--- src/design/ldm_pkg.sv ---
package ldm_pkg;
  // region decode {region_sel_hi, region_sel_lo}
  localparam logic [1:0] REG_GLYPH_IDX  = 2'h0;
  localparam logic [1:0] REG_GLYPH_ROW  = 2'h1;
  localparam logic [1:0] REG_CTRL       = 2'h2;
  localparam logic [1:0] REG_CHAR       = 2'h3;
  // control word fields
  localparam int CW_BRIGHT_LSB = 0;
  localparam int CW_FLASH      = 3;
  localparam int CW_BLINK      = 4;
  localparam int CW_PASS       = 5;
  localparam int CW_TEST       = 6;
  localparam int CW_CLEAR      = 7;
  localparam int CHAR_UDC      = 7;
  // reset and fill values
  localparam logic [7:0] CTRL_RST   = 8'h00;
  localparam logic [7:0] CHAR_BLANK = 8'h20;
  localparam logic [3:0] GLYPH_RST  = 4'h0;
  localparam logic [3:0] GLYPH_TEST = 4'hF;
  localparam logic [4:0] ROW_RST    = 5'h00;
  // timing in display clock periods, checksum and sizes
  localparam int BLINK_DIV    = 28672;
  localparam int TEST_CYCLES  = 262144;
  localparam int CLEAR_CYCLES = 3;
  localparam int RESET_CYCLES = 3;
  localparam int ROM_STATES   = 128;
  localparam logic [15:0] ROM_SUM_OK = 16'h1FC0;
  localparam int NUM_DIGITS   = 8;
  localparam int NUM_ROWS     = 7;
  localparam int NUM_GLYPHS   = 16;
endpackage : ldm_pkg

--- src/design/ldm_mem_if.sv ---
`timescale 1ns/1ps
interface ldm_mem_if;
  logic       we;
  logic [6:0] addr;
  logic [4:0] wdata;
  logic [4:0] rdata;
  modport ctl (output we, output addr, output wdata, input rdata);
  modport mem (input we, input addr, input wdata, output rdata);
endinterface : ldm_mem_if

--- src/design/ldm_display_ctrl.sv ---
`timescale 1ns/1ps
// Overview of operation
// - glyph index register on low bits
// - index lines pick row of glyph
// - full control word, index ignored
// - bits 2-0 set brightness, 111 blank
// - flash enabled digits toggle at divided rate
// - blink enable blinks all digits
// - blink overrides flash
// - bit 6 starts test, bit 5 pass
// - rom checksum decides pass bit
// - checkerboard then inverse shown
// - self test lasts 262144 clocks
// - test end blanks, clears, index ones
// - flash select low picks flash bit
// - clear bit blanks chars, clears flash
// - device returns clear bit to zero
// - reset clears char and flash rams, word, counters
// - write taken on write strobe rise
// - char ram, bit 7 picks glyph
// - clear keeps other control bits
module ldm_display_ctrl
  import ldm_pkg::*;
#(
  parameter int BLINK_DIV_P = BLINK_DIV,
  parameter int TEST_LEN_P  = TEST_CYCLES
)(
  // clock and reset
  input  wire logic       clk_sys_i,
  input  wire logic       reset_i,
  // host bus
  input  wire logic       chip_sel_n_i,
  input  wire logic       wr_n_i,
  input  wire logic       rd_n_i,
  input  wire logic       attr_mem_select_n_i,
  input  wire logic       region_sel_hi_i,
  input  wire logic       region_sel_lo_i,
  input  wire logic [2:0] index_lines_i,
  input  wire logic [7:0] data_i,
  output logic      [7:0] data_o,
  output logic            data_oe_o,
  // display state
  output logic      [7:0] digit_on_o,
  output logic      [2:0] brightness_o,
  output logic            pattern_on_o,
  output logic            pattern_inv_o,
  output logic            busy_o
);
  // counters must hold the half divide and the whole rom phase
  if (BLINK_DIV_P < 2 || TEST_LEN_P < 2 * ROM_STATES) begin : g_bad_param
    $error("ldm: bad timing parameter");
  end

  typedef enum logic [1:0] {ST_IDLE, ST_RESET, ST_CLEAR, ST_TEST} ldm_state_t;

  ldm_state_t state_ff;
  logic [7:0] ctrl_ff;
  logic [3:0] glyph_idx_ff;
  logic [7:0] char_ff [0:NUM_DIGITS-1];
  logic [7:0] flash_ff;
  logic [$clog2(TEST_LEN_P)-1:0] tcnt_ff;
  logic [$clog2(BLINK_DIV_P)-1:0] div_ff;
  logic       phase_ff;
  logic [15:0] sum_ff;
  logic       wr_n_d_ff;
  logic [7:0] data_ff;
  logic       oe_ff;
  logic [7:0] digit_ff;
  logic [2:0] bright_ff;
  logic       pat_ff;
  logic       pinv_ff;
  logic       busy_ff;
  ldm_mem_if  gmem ();

  logic       wr_rise;
  logic       clr_done;
  logic       test_done;
  logic [1:0] region;
  assign region = {region_sel_hi_i, region_sel_lo_i};
  assign wr_rise   = wr_n_i && !wr_n_d_ff && !chip_sel_n_i && state_ff == ST_IDLE;
  assign clr_done  = state_ff == ST_CLEAR && tcnt_ff == ($bits(tcnt_ff))'(CLEAR_CYCLES - 1);
  assign test_done = state_ff == ST_TEST && tcnt_ff == ($bits(tcnt_ff))'(TEST_LEN_P - 1);

  ldm_glyph_ram u_gram (
    .clk_sys_i (clk_sys_i),
    .bus       (gmem)
  );
  assign gmem.we    = wr_rise && attr_mem_select_n_i && region == REG_GLYPH_ROW;
  assign gmem.addr  = {glyph_idx_ff, index_lines_i};
  assign gmem.wdata = data_i[4:0];

  always_ff @(posedge clk_sys_i or posedge reset_i) begin
    if (reset_i) begin
      wr_n_d_ff <= 1'b1;
    end else begin
      wr_n_d_ff <= wr_n_i;
    end
  end

  // sequencer: reset cycle, clear, self test
  always_ff @(posedge clk_sys_i or posedge reset_i) begin
    if (reset_i) begin
      state_ff <= ST_RESET;
      tcnt_ff  <= '0;
    end else begin
      unique case (state_ff)
        ST_RESET: begin
          tcnt_ff <= tcnt_ff + 1'b1;
          if (tcnt_ff == ($bits(tcnt_ff))'(RESET_CYCLES - 1)) begin
            state_ff <= ST_IDLE;
            tcnt_ff  <= '0;
          end
        end
        ST_IDLE: begin
          tcnt_ff <= '0;
          if (wr_rise && attr_mem_select_n_i && region == REG_CTRL) begin
            if (data_i[CW_TEST]) begin
              state_ff <= ST_TEST;
            end else if (data_i[CW_CLEAR]) begin
              state_ff <= ST_CLEAR;
            end
          end
        end
        ST_CLEAR: begin
          tcnt_ff <= tcnt_ff + 1'b1;
          if (clr_done) begin
            state_ff <= ST_IDLE;
          end
        end
        ST_TEST: begin
          tcnt_ff <= tcnt_ff + 1'b1;
          if (test_done) begin
            state_ff <= ST_IDLE;
          end
        end
      endcase
    end
  end

  // control word
  always_ff @(posedge clk_sys_i or posedge reset_i) begin
    if (reset_i) begin
      ctrl_ff <= CTRL_RST;
    end else if (test_done) begin
      ctrl_ff <= CTRL_RST | ({7'h00, sum_ff == ROM_SUM_OK} << CW_PASS);
    end else if (clr_done) begin
      ctrl_ff[CW_CLEAR] <= 1'b0;
    end else if (wr_rise && attr_mem_select_n_i && region == REG_CTRL) begin
      // whole word, pass bit read only
      ctrl_ff <= {data_i[7:6], ctrl_ff[CW_PASS], data_i[4:0]};
    end
  end

  // glyph index register
  always_ff @(posedge clk_sys_i or posedge reset_i) begin
    if (reset_i) begin
      glyph_idx_ff <= GLYPH_RST;
    end else if (test_done) begin
      glyph_idx_ff <= GLYPH_TEST;
    end else if (wr_rise && attr_mem_select_n_i && region == REG_GLYPH_IDX) begin
      glyph_idx_ff <= data_i[3:0];
    end
  end

  // character and flash ram, small enough for flops
  genvar g;
  generate
    for (g = 0; g < NUM_DIGITS; g++) begin : g_digit
      always_ff @(posedge clk_sys_i or posedge reset_i) begin
        if (reset_i) begin
          char_ff[g]  <= CHAR_BLANK;
          flash_ff[g] <= 1'b0;
        end else if (state_ff == ST_RESET || clr_done || test_done) begin
          char_ff[g]  <= CHAR_BLANK;
          flash_ff[g] <= 1'b0;
        end else if (wr_rise && index_lines_i == 3'(g)) begin
          // flash bit on data bit 0
          if (!attr_mem_select_n_i) begin
            flash_ff[g] <= data_i[0];
          end else if (region == REG_CHAR) begin
            char_ff[g] <= data_i[CHAR_UDC] ? {1'b1, 3'h0, data_i[3:0]} : {1'b0, data_i[6:0]};
          end
        end
      end
    end
  endgenerate

  // blink divider, zeroed by reset to align displays
  always_ff @(posedge clk_sys_i or posedge reset_i) begin
    if (reset_i) begin
      div_ff   <= '0;
      phase_ff <= 1'b0;
    end else if (state_ff == ST_RESET) begin
      div_ff   <= '0;
      phase_ff <= 1'b0;
    end else if (div_ff == ($bits(div_ff))'(BLINK_DIV_P / 2 - 1)) begin
      // half period toggle, full period is the divide
      div_ff   <= '0;
      phase_ff <= !phase_ff;
    end else begin
      div_ff <= div_ff + 1'b1;
    end
  end

  // rom checksum model: sums the 128 rom states in the first test phase
  always_ff @(posedge clk_sys_i or posedge reset_i) begin
    if (reset_i) begin
      sum_ff <= '0;
    end else if (state_ff != ST_TEST) begin
      sum_ff <= '0;
    end else if (tcnt_ff < ($bits(tcnt_ff))'(ROM_STATES)) begin
      sum_ff <= sum_ff + 16'(tcnt_ff[6:0]);
    end
  end

  // read mux, registered; glyph row arrives two cycles after address
  always_ff @(posedge clk_sys_i or posedge reset_i) begin
    if (reset_i) begin
      data_ff <= 8'h00;
      oe_ff   <= 1'b0;
    end else begin
      oe_ff <= !chip_sel_n_i && !rd_n_i;
      if (!attr_mem_select_n_i) begin
        data_ff <= {7'h00, flash_ff[index_lines_i]};
      end else begin
        unique case (region)
          REG_GLYPH_IDX: data_ff <= {4'h0, glyph_idx_ff};
          REG_GLYPH_ROW: data_ff <= {3'h0, gmem.rdata};
          REG_CTRL:      data_ff <= ctrl_ff;
          REG_CHAR:      data_ff <= char_ff[index_lines_i];
        endcase
      end
    end
  end

  // display attributes
  always_ff @(posedge clk_sys_i or posedge reset_i) begin
    if (reset_i) begin
      digit_ff  <= 8'h00;
      bright_ff <= 3'h0;
      pat_ff    <= 1'b0;
      pinv_ff   <= 1'b0;
      busy_ff   <= 1'b1;
    end else begin
      busy_ff <= state_ff != ST_IDLE;
      // brightness code passed to column duty
      bright_ff <= ctrl_ff[CW_BRIGHT_LSB +: 3];
      // checkerboard after rom phase, inverse in second half
      pat_ff  <= state_ff == ST_TEST && tcnt_ff >= ($bits(tcnt_ff))'(ROM_STATES);
      pinv_ff <= state_ff == ST_TEST && tcnt_ff >= ($bits(tcnt_ff))'(TEST_LEN_P / 2);
      if (ctrl_ff[CW_BLINK]) begin
        digit_ff <= {8{phase_ff}};
      end else if (ctrl_ff[CW_FLASH]) begin
        digit_ff <= ~(flash_ff & {8{phase_ff}});
      end else begin
        digit_ff <= 8'hFF;
      end
    end
  end

  assign data_o        = data_ff;
  assign data_oe_o     = oe_ff;
  assign digit_on_o    = digit_ff;
  assign brightness_o  = bright_ff;
  assign pattern_on_o  = pat_ff;
  assign pattern_inv_o = pinv_ff;
  assign busy_o        = busy_ff;

  chk_clear_self_ends: assert property (@(posedge clk_sys_i) disable iff (reset_i)
    state_ff == ST_IDLE && $past(state_ff) == ST_CLEAR |-> !ctrl_ff[CW_CLEAR])
    else $error("clear bit not returned to zero");
  chk_clear_len: assert property (@(posedge clk_sys_i) disable iff (reset_i)
    $rose(state_ff == ST_CLEAR) |-> (state_ff == ST_CLEAR) [*3] ##1 state_ff == ST_IDLE)
    else $error("clear does not last three cycles");
  chk_clear_fill: assert property (@(posedge clk_sys_i) disable iff (reset_i)
    clr_done |=> flash_ff == 8'h00 && char_ff[0] == CHAR_BLANK)
    else $error("clear left ram dirty");
  chk_clear_keeps: assert property (@(posedge clk_sys_i) disable iff (reset_i)
    clr_done |=> ctrl_ff[6:0] == $past(ctrl_ff[6:0]))
    else $error("clear changed control bits");
  chk_test_end: assert property (@(posedge clk_sys_i) disable iff (reset_i)
    test_done |=> glyph_idx_ff == GLYPH_TEST && ctrl_ff[7:6] == 2'h0 && ctrl_ff[4:0] == 5'h00)
    else $error("test end state wrong");
  chk_pass_bit: assert property (@(posedge clk_sys_i) disable iff (reset_i)
    test_done |=> ctrl_ff[CW_PASS] == $past(sum_ff == ROM_SUM_OK))
    else $error("pass bit does not match checksum");
  chk_blink_all: assert property (@(posedge clk_sys_i) disable iff (reset_i)
    ctrl_ff[CW_BLINK] |=> digit_ff == {8{$past(phase_ff)}})
    else $error("blink not applied to all digits");
  chk_bus_drive: assert property (@(posedge clk_sys_i) disable iff (reset_i)
    data_oe_o |-> $past(!chip_sel_n_i && !rd_n_i))
    else $error("bus driven outside read");
  chk_reset_cycle: assert property (@(posedge clk_sys_i) disable iff (reset_i)
    $fell(state_ff == ST_RESET) |-> $past(tcnt_ff) == 2'h2)
    else $error("reset cycle length wrong");
  chk_glyph_write: assert property (@(posedge clk_sys_i) disable iff (reset_i)
    wr_rise && attr_mem_select_n_i && region == REG_GLYPH_IDX
      |=> glyph_idx_ff == $past(data_i[3:0]))
    else $error("glyph index not stored");
  chk_flash_write: assert property (@(posedge clk_sys_i) disable iff (reset_i)
    wr_rise && !attr_mem_select_n_i |=> flash_ff[$past(index_lines_i)] == $past(data_i[0]))
    else $error("flash bit not stored");
  chk_ctrl_write: assert property (@(posedge clk_sys_i) disable iff (reset_i)
    wr_rise && attr_mem_select_n_i && region == REG_CTRL
      |=> ctrl_ff[7:6] == $past(data_i[7:6]) && ctrl_ff[4:0] == $past(data_i[4:0]))
    else $error("control word not stored");
  chk_pass_ro: assert property (@(posedge clk_sys_i) disable iff (reset_i)
    wr_rise && attr_mem_select_n_i && region == REG_CTRL |=> $stable(ctrl_ff[CW_PASS]))
    else $error("pass bit written by host");
  chk_test_start: assert property (@(posedge clk_sys_i) disable iff (reset_i)
    wr_rise && attr_mem_select_n_i && region == REG_CTRL && data_i[CW_TEST]
      |=> state_ff == ST_TEST)
    else $error("self test not started");
  chk_pattern_order: assert property (@(posedge clk_sys_i) disable iff (reset_i)
    pinv_ff |-> pat_ff)
    else $error("inverse pattern before checkerboard");

  cov_clear: cover property (@(posedge clk_sys_i) disable iff (reset_i) clr_done);
  cov_blink: cover property (@(posedge clk_sys_i) disable iff (reset_i) ctrl_ff[CW_BLINK]);
  cov_test: cover property (@(posedge clk_sys_i) disable iff (reset_i) test_done);
  cov_flash: cover property (@(posedge clk_sys_i) disable iff (reset_i)
    ctrl_ff[CW_FLASH] && !ctrl_ff[CW_BLINK] && flash_ff != 8'h00);
endmodule : ldm_display_ctrl

--- src/design/ldm_glyph_ram.sv ---
`timescale 1ns/1ps
module ldm_glyph_ram
  import ldm_pkg::*;
(
  input wire logic clk_sys_i,
  ldm_mem_if.mem   bus
);
  // glyph rows, 16 glyphs x 8 row slots (slot 7 unused)
  logic [4:0] mem_ff [0:127];
  logic [4:0] rdata_ff;

  always_ff @(posedge clk_sys_i) begin
    if (bus.we) begin
      mem_ff[bus.addr] <= bus.wdata;
    end
  end

  // registered read for block-ram mapping
  always_ff @(posedge clk_sys_i) begin
    rdata_ff <= mem_ff[bus.addr];
  end

  assign bus.rdata = rdata_ff;
endmodule : ldm_glyph_ram

--- config.mk ---
export PLATFORM = sky130hd
export DESIGN_NAME = ldm_display_ctrl
export DESIGN_NICKNAME = d
export VERILOG_FILES = /design/src/design/ldm_pkg.sv /design/src/design/ldm_mem_if.sv /design/src/design/ldm_display_ctrl.sv /design/src/design/ldm_glyph_ram.sv
export SDC_FILE = /design/constraint.sdc
export NUM_CORES = 1
export LEC_CHECK = 0
export BUFFER_PORTS_ARGS = -buffer_cell sky130_fd_sc_hd__buf_2
export CAP_MARGIN = 25
export CORE_MARGIN = 1
export CORE_UTILIZATION = 50
export DETAILED_ROUTE_END_ITERATION = 8
export HOLD_SLACK_MARGIN = 0.15
export PLACE_DENSITY = 0.68
export SLEW_MARGIN = 20
export SYNTH_ARGS = -nofsm -noshare
export SYNTH_HDL_FRONTEND = slang
export SYNTH_SLANG_ARGS = --single-unit
--- constraint.sdc ---
create_clock -name clk_sys_i -period 4.36 [get_ports clk_sys_i]
set_input_delay 0.218 -clock clk_sys_i [delete_from_list [all_inputs] [get_ports clk_sys_i]]
set_output_delay 0.218 -clock clk_sys_i [all_outputs]
set_load 0.005 [all_outputs]
==> impl_metrics.json <==
{
  "status": "finished, final reports clean",
  "cp_max_fo": 16,
  "drc": 0,
  "fp.dieArea_um2": 67490,
  "finalSetupViolations": 0,
  "fillers": 5054,
  "power_w": 0.01803,
  "grt_pass1_wl_um": 142100,
  "synth_top_family_by_area": "compound AO/OA/AOI/OAI gates",
  "initial_core_util": 0.5054,
  "tritoncts": "done",
  "via_per_inst": 6.590,
  "hpwlAfterDp_um": 57720,
  "endpoint_kind": "register",
  "tns_ps": 0,
  "antenna_cells": 0,
  "clk_pin_slew_ps": 60,
  "worst-r2r-setup-slack_ps": 1020,
  "synth_area_um2": 33230,
  "postSynthAreaPerCell_um2": 14.38,
  "r2r_cells": 6,
  "ys_ff_latch": 805,
  "maxSlewViolCount": 0,
  "holdPathEnd": "u_gram.mem_ff[47][0]",
  "synth.net_count": 2342,
  "hold_start": "data_i[0]",
  "synth_xor_area_frac": 0.008962,
  "core_um2": 65750,
  "synthTopCellsByCount": "edfxtp_1, nor2_1, nand2_1, dfrtp_1, a21oi_1",
  "multiInputGateArea_um2": 9105,
  "setup_ws_ps": 1016,
  "timing.final.crit_share": 0.7670,
  "max_cap_viol_count": 0,
  "dp_slack_ps": 906.0,
  "final.setup_skew_ps": 32.53,
  "firstDrtPassIters": 6,
  "drive_above_1_share": 0.1590,
  "synth-simple-area-share": 0.08906,
  "place_congestion": 0.9142,
  "worst_ep_required_time_ps": 4610,
  "ys_seq_area_frac": 0.7023,
  "hold_viol": 0,
  "tightestPinTransition_ps": 1102,
  "syn_to_final_growth_pct": 12.70,
  "synth_compound_area_frac": 0.09632,
  "clkLatencyLatePin_ps": 640,
  "min_path_cells": 1,
  "clk_path_buf_depth": 3,
  "grt_max_degree": 161,
  "p_leak_nw": 12.97,
  "antenna_found_initial": 1,
  "cts_hold_buf": 10,
  "drt_iter0_drc": 3688,
  "vdd_drop_max_uv": 277.4,
  "ctsRootBufferMaster": "clkbuf_16",
  "die_w_um": 259.8,
  "synth_fa_ha_area_frac": 0.004745,
  "synth_top_area_frac": 0.5784,
  "synth-main-ff-cell": "edfxtp_1",
  "yosysUniqueCellTypes": 77,
  "hold_class": "in2reg",
  "rows": 94,
  "place.port_buffers": 41,
  "path_class": "reg2reg",
  "cts_resized": 0,
  "fin_nets": 2395,
  "ioPinCount": 42,
  "fin_crit_ps": 3344,
  "start_kind": "register",
  "htree_levels": 3,
  "cts_setup_buffers": 0,
  "relSlewSlack": 0.2629,
  "yosys-top-cells-area": "edfxtp_1, dfrtp_1, mux4_2",
  "synth_cells": 2311,
  "yosysMostFrequentCell": "edfxtp_1",
  "crit_arrival_ps": 3590,
  "synth.mux.area_fraction": 0.07403,
  "p_per_area_nw_per_um2": 481.4,
  "numCtsBuffers": 83,
  "ant_nets": 0,
  "fmax_mhz": 299.0,
  "r2r_start": "state_ff[1]",
  "die_h_um": 259.8,
  "synth_top_cell_by_area": "edfxtp_1",
  "grt_overflow": 0,
  "cts.sinks": 805,
  "vias": 21740,
  "wl_per_cell_um": 29.19,
  "yosysWarnings": 0,
  "rsz0062_at_grt": "no",
  "synth-edff-count": 640,
  "r2r_end": "u_gram.mem_ff[6][0]",
  "track_usage": 0.2874,
  "drt-total-wl_um": 96280,
  "seq_area_um2": 23340,
  "grt_pass1_vias": 21310,
  "synthArstFlopShare": 0.1988
}
cell type report:
cell class / count / share of cell area
multi-input cells: 1334 / 0.2431
clock inverters: 51 / 0.01841
inverters: 15 / 0.001604
flip-flops and latches: 805 / 0.6232
repair buffers: 125 / 0.02559
well taps: 864 / 0.02887
clock buffers: 104 / 0.05921
state kept, by name, indices dropped and copies added (netlist names), 15 cells and up:
register       count
char_ff           64
tcnt_ff           18
u_gram.mem_ff    640
div_ff            15
sum_ff            16
critical path, cell delays in order (launching register included):
cell and delay (ps):
dfrtp_1 470, or2_4 300, nor4b_4 270, nand2_2 150, nor3b_4 750, nand2_4 440, nor2_1 560
worst max-delay path by stage:
stage                          start                    to  slack (ps)  cells after the start
finish                   state_ff[1]   u_gram.mem_ff[6][0]        1020                      6
global route             state_ff[1]  u_gram.mem_ff[99][2]         860                      6
CTS                      state_ff[1]   u_gram.mem_ff[6][0]        1030                      6
detailed placement  index_lines_i[1]   u_gram.bus.rdata[0]         910                      8
global placement    index_lines_i[0]   u_gram.bus.rdata[4]         600                      8
floorplan                state_ff[1]  u_gram.mem_ff[63][0]        1690                      8
metal layers:
metal / up-vias / part of all wire / GRT usage
li1: 9026 / - / -
met5: - / 0.00015 / 0
met1: 10800 / 0.39 / 0.4101
met2: 1610 / 0.44 / 0.4240
met4: 2 / 0.043 / 0.1162
met3: 298 / 0.13 / 0.06959
cell families (layout without fill, tap and decap cells):
family / count (synthesis) / after routing
flip-flops: 805 / 805
XOR/XNOR: 34 / 34
multiplexers: 184 / 184
adder cells (fa/ha/maj): 12 / 12
AO/OA/AOI/OAI: 457 / 457
AND/OR/NAND/NOR: 647 / 647
buffers and inverters: 172 / 295
cells in the final DEF (no fill, tap or decap), types with 45 or more instances in the layout:
| master | Yosys | layout |
|---|---|---|
| edfxtp_1 | 640 | 640 |
| buf_4 | 12 | 72 |
| mux2i_1 | 95 | 95 |
| a21oi_1 | 126 | 126 |
| a221oi_1 | 89 | 89 |
| mux4_2 | 45 | 45 |
| nand2_1 | 170 | 170 |
| dfrtp_1 | 149 | 149 |
| clkbuf_16 | 0 | 84 |
| o21ai_0 | 49 | 49 |
| nand3_1 | 79 | 79 |
| a22oi_1 | 46 | 46 |
| nor2_1 | 258 | 256 |
per-stage QoR:
stage / instance area [um^2] / util / hold WS (ps) / cells
after floorplan: 33230 / - / 222.5 / 2311
after global placement: 34420 / 0.5235 / 350.6 / 3131
after detailed placement: 34430 / 0.5236 / 355.3 / 3132
after CTS: 37430 / 0.5693 / 175.1 / 3297
after global routing: 37450 / 0.5696 / 177.3 / 3298
final: 37450 / 0.5696 / 172.7 / 3298
power by group:
part	switching, W	internal, W
clock	0.00302	0.00453
sequential	0.000161	0.00848
combinational	0.00130	0.000537
No activity file was read; power rests on OpenSTA's default activity.
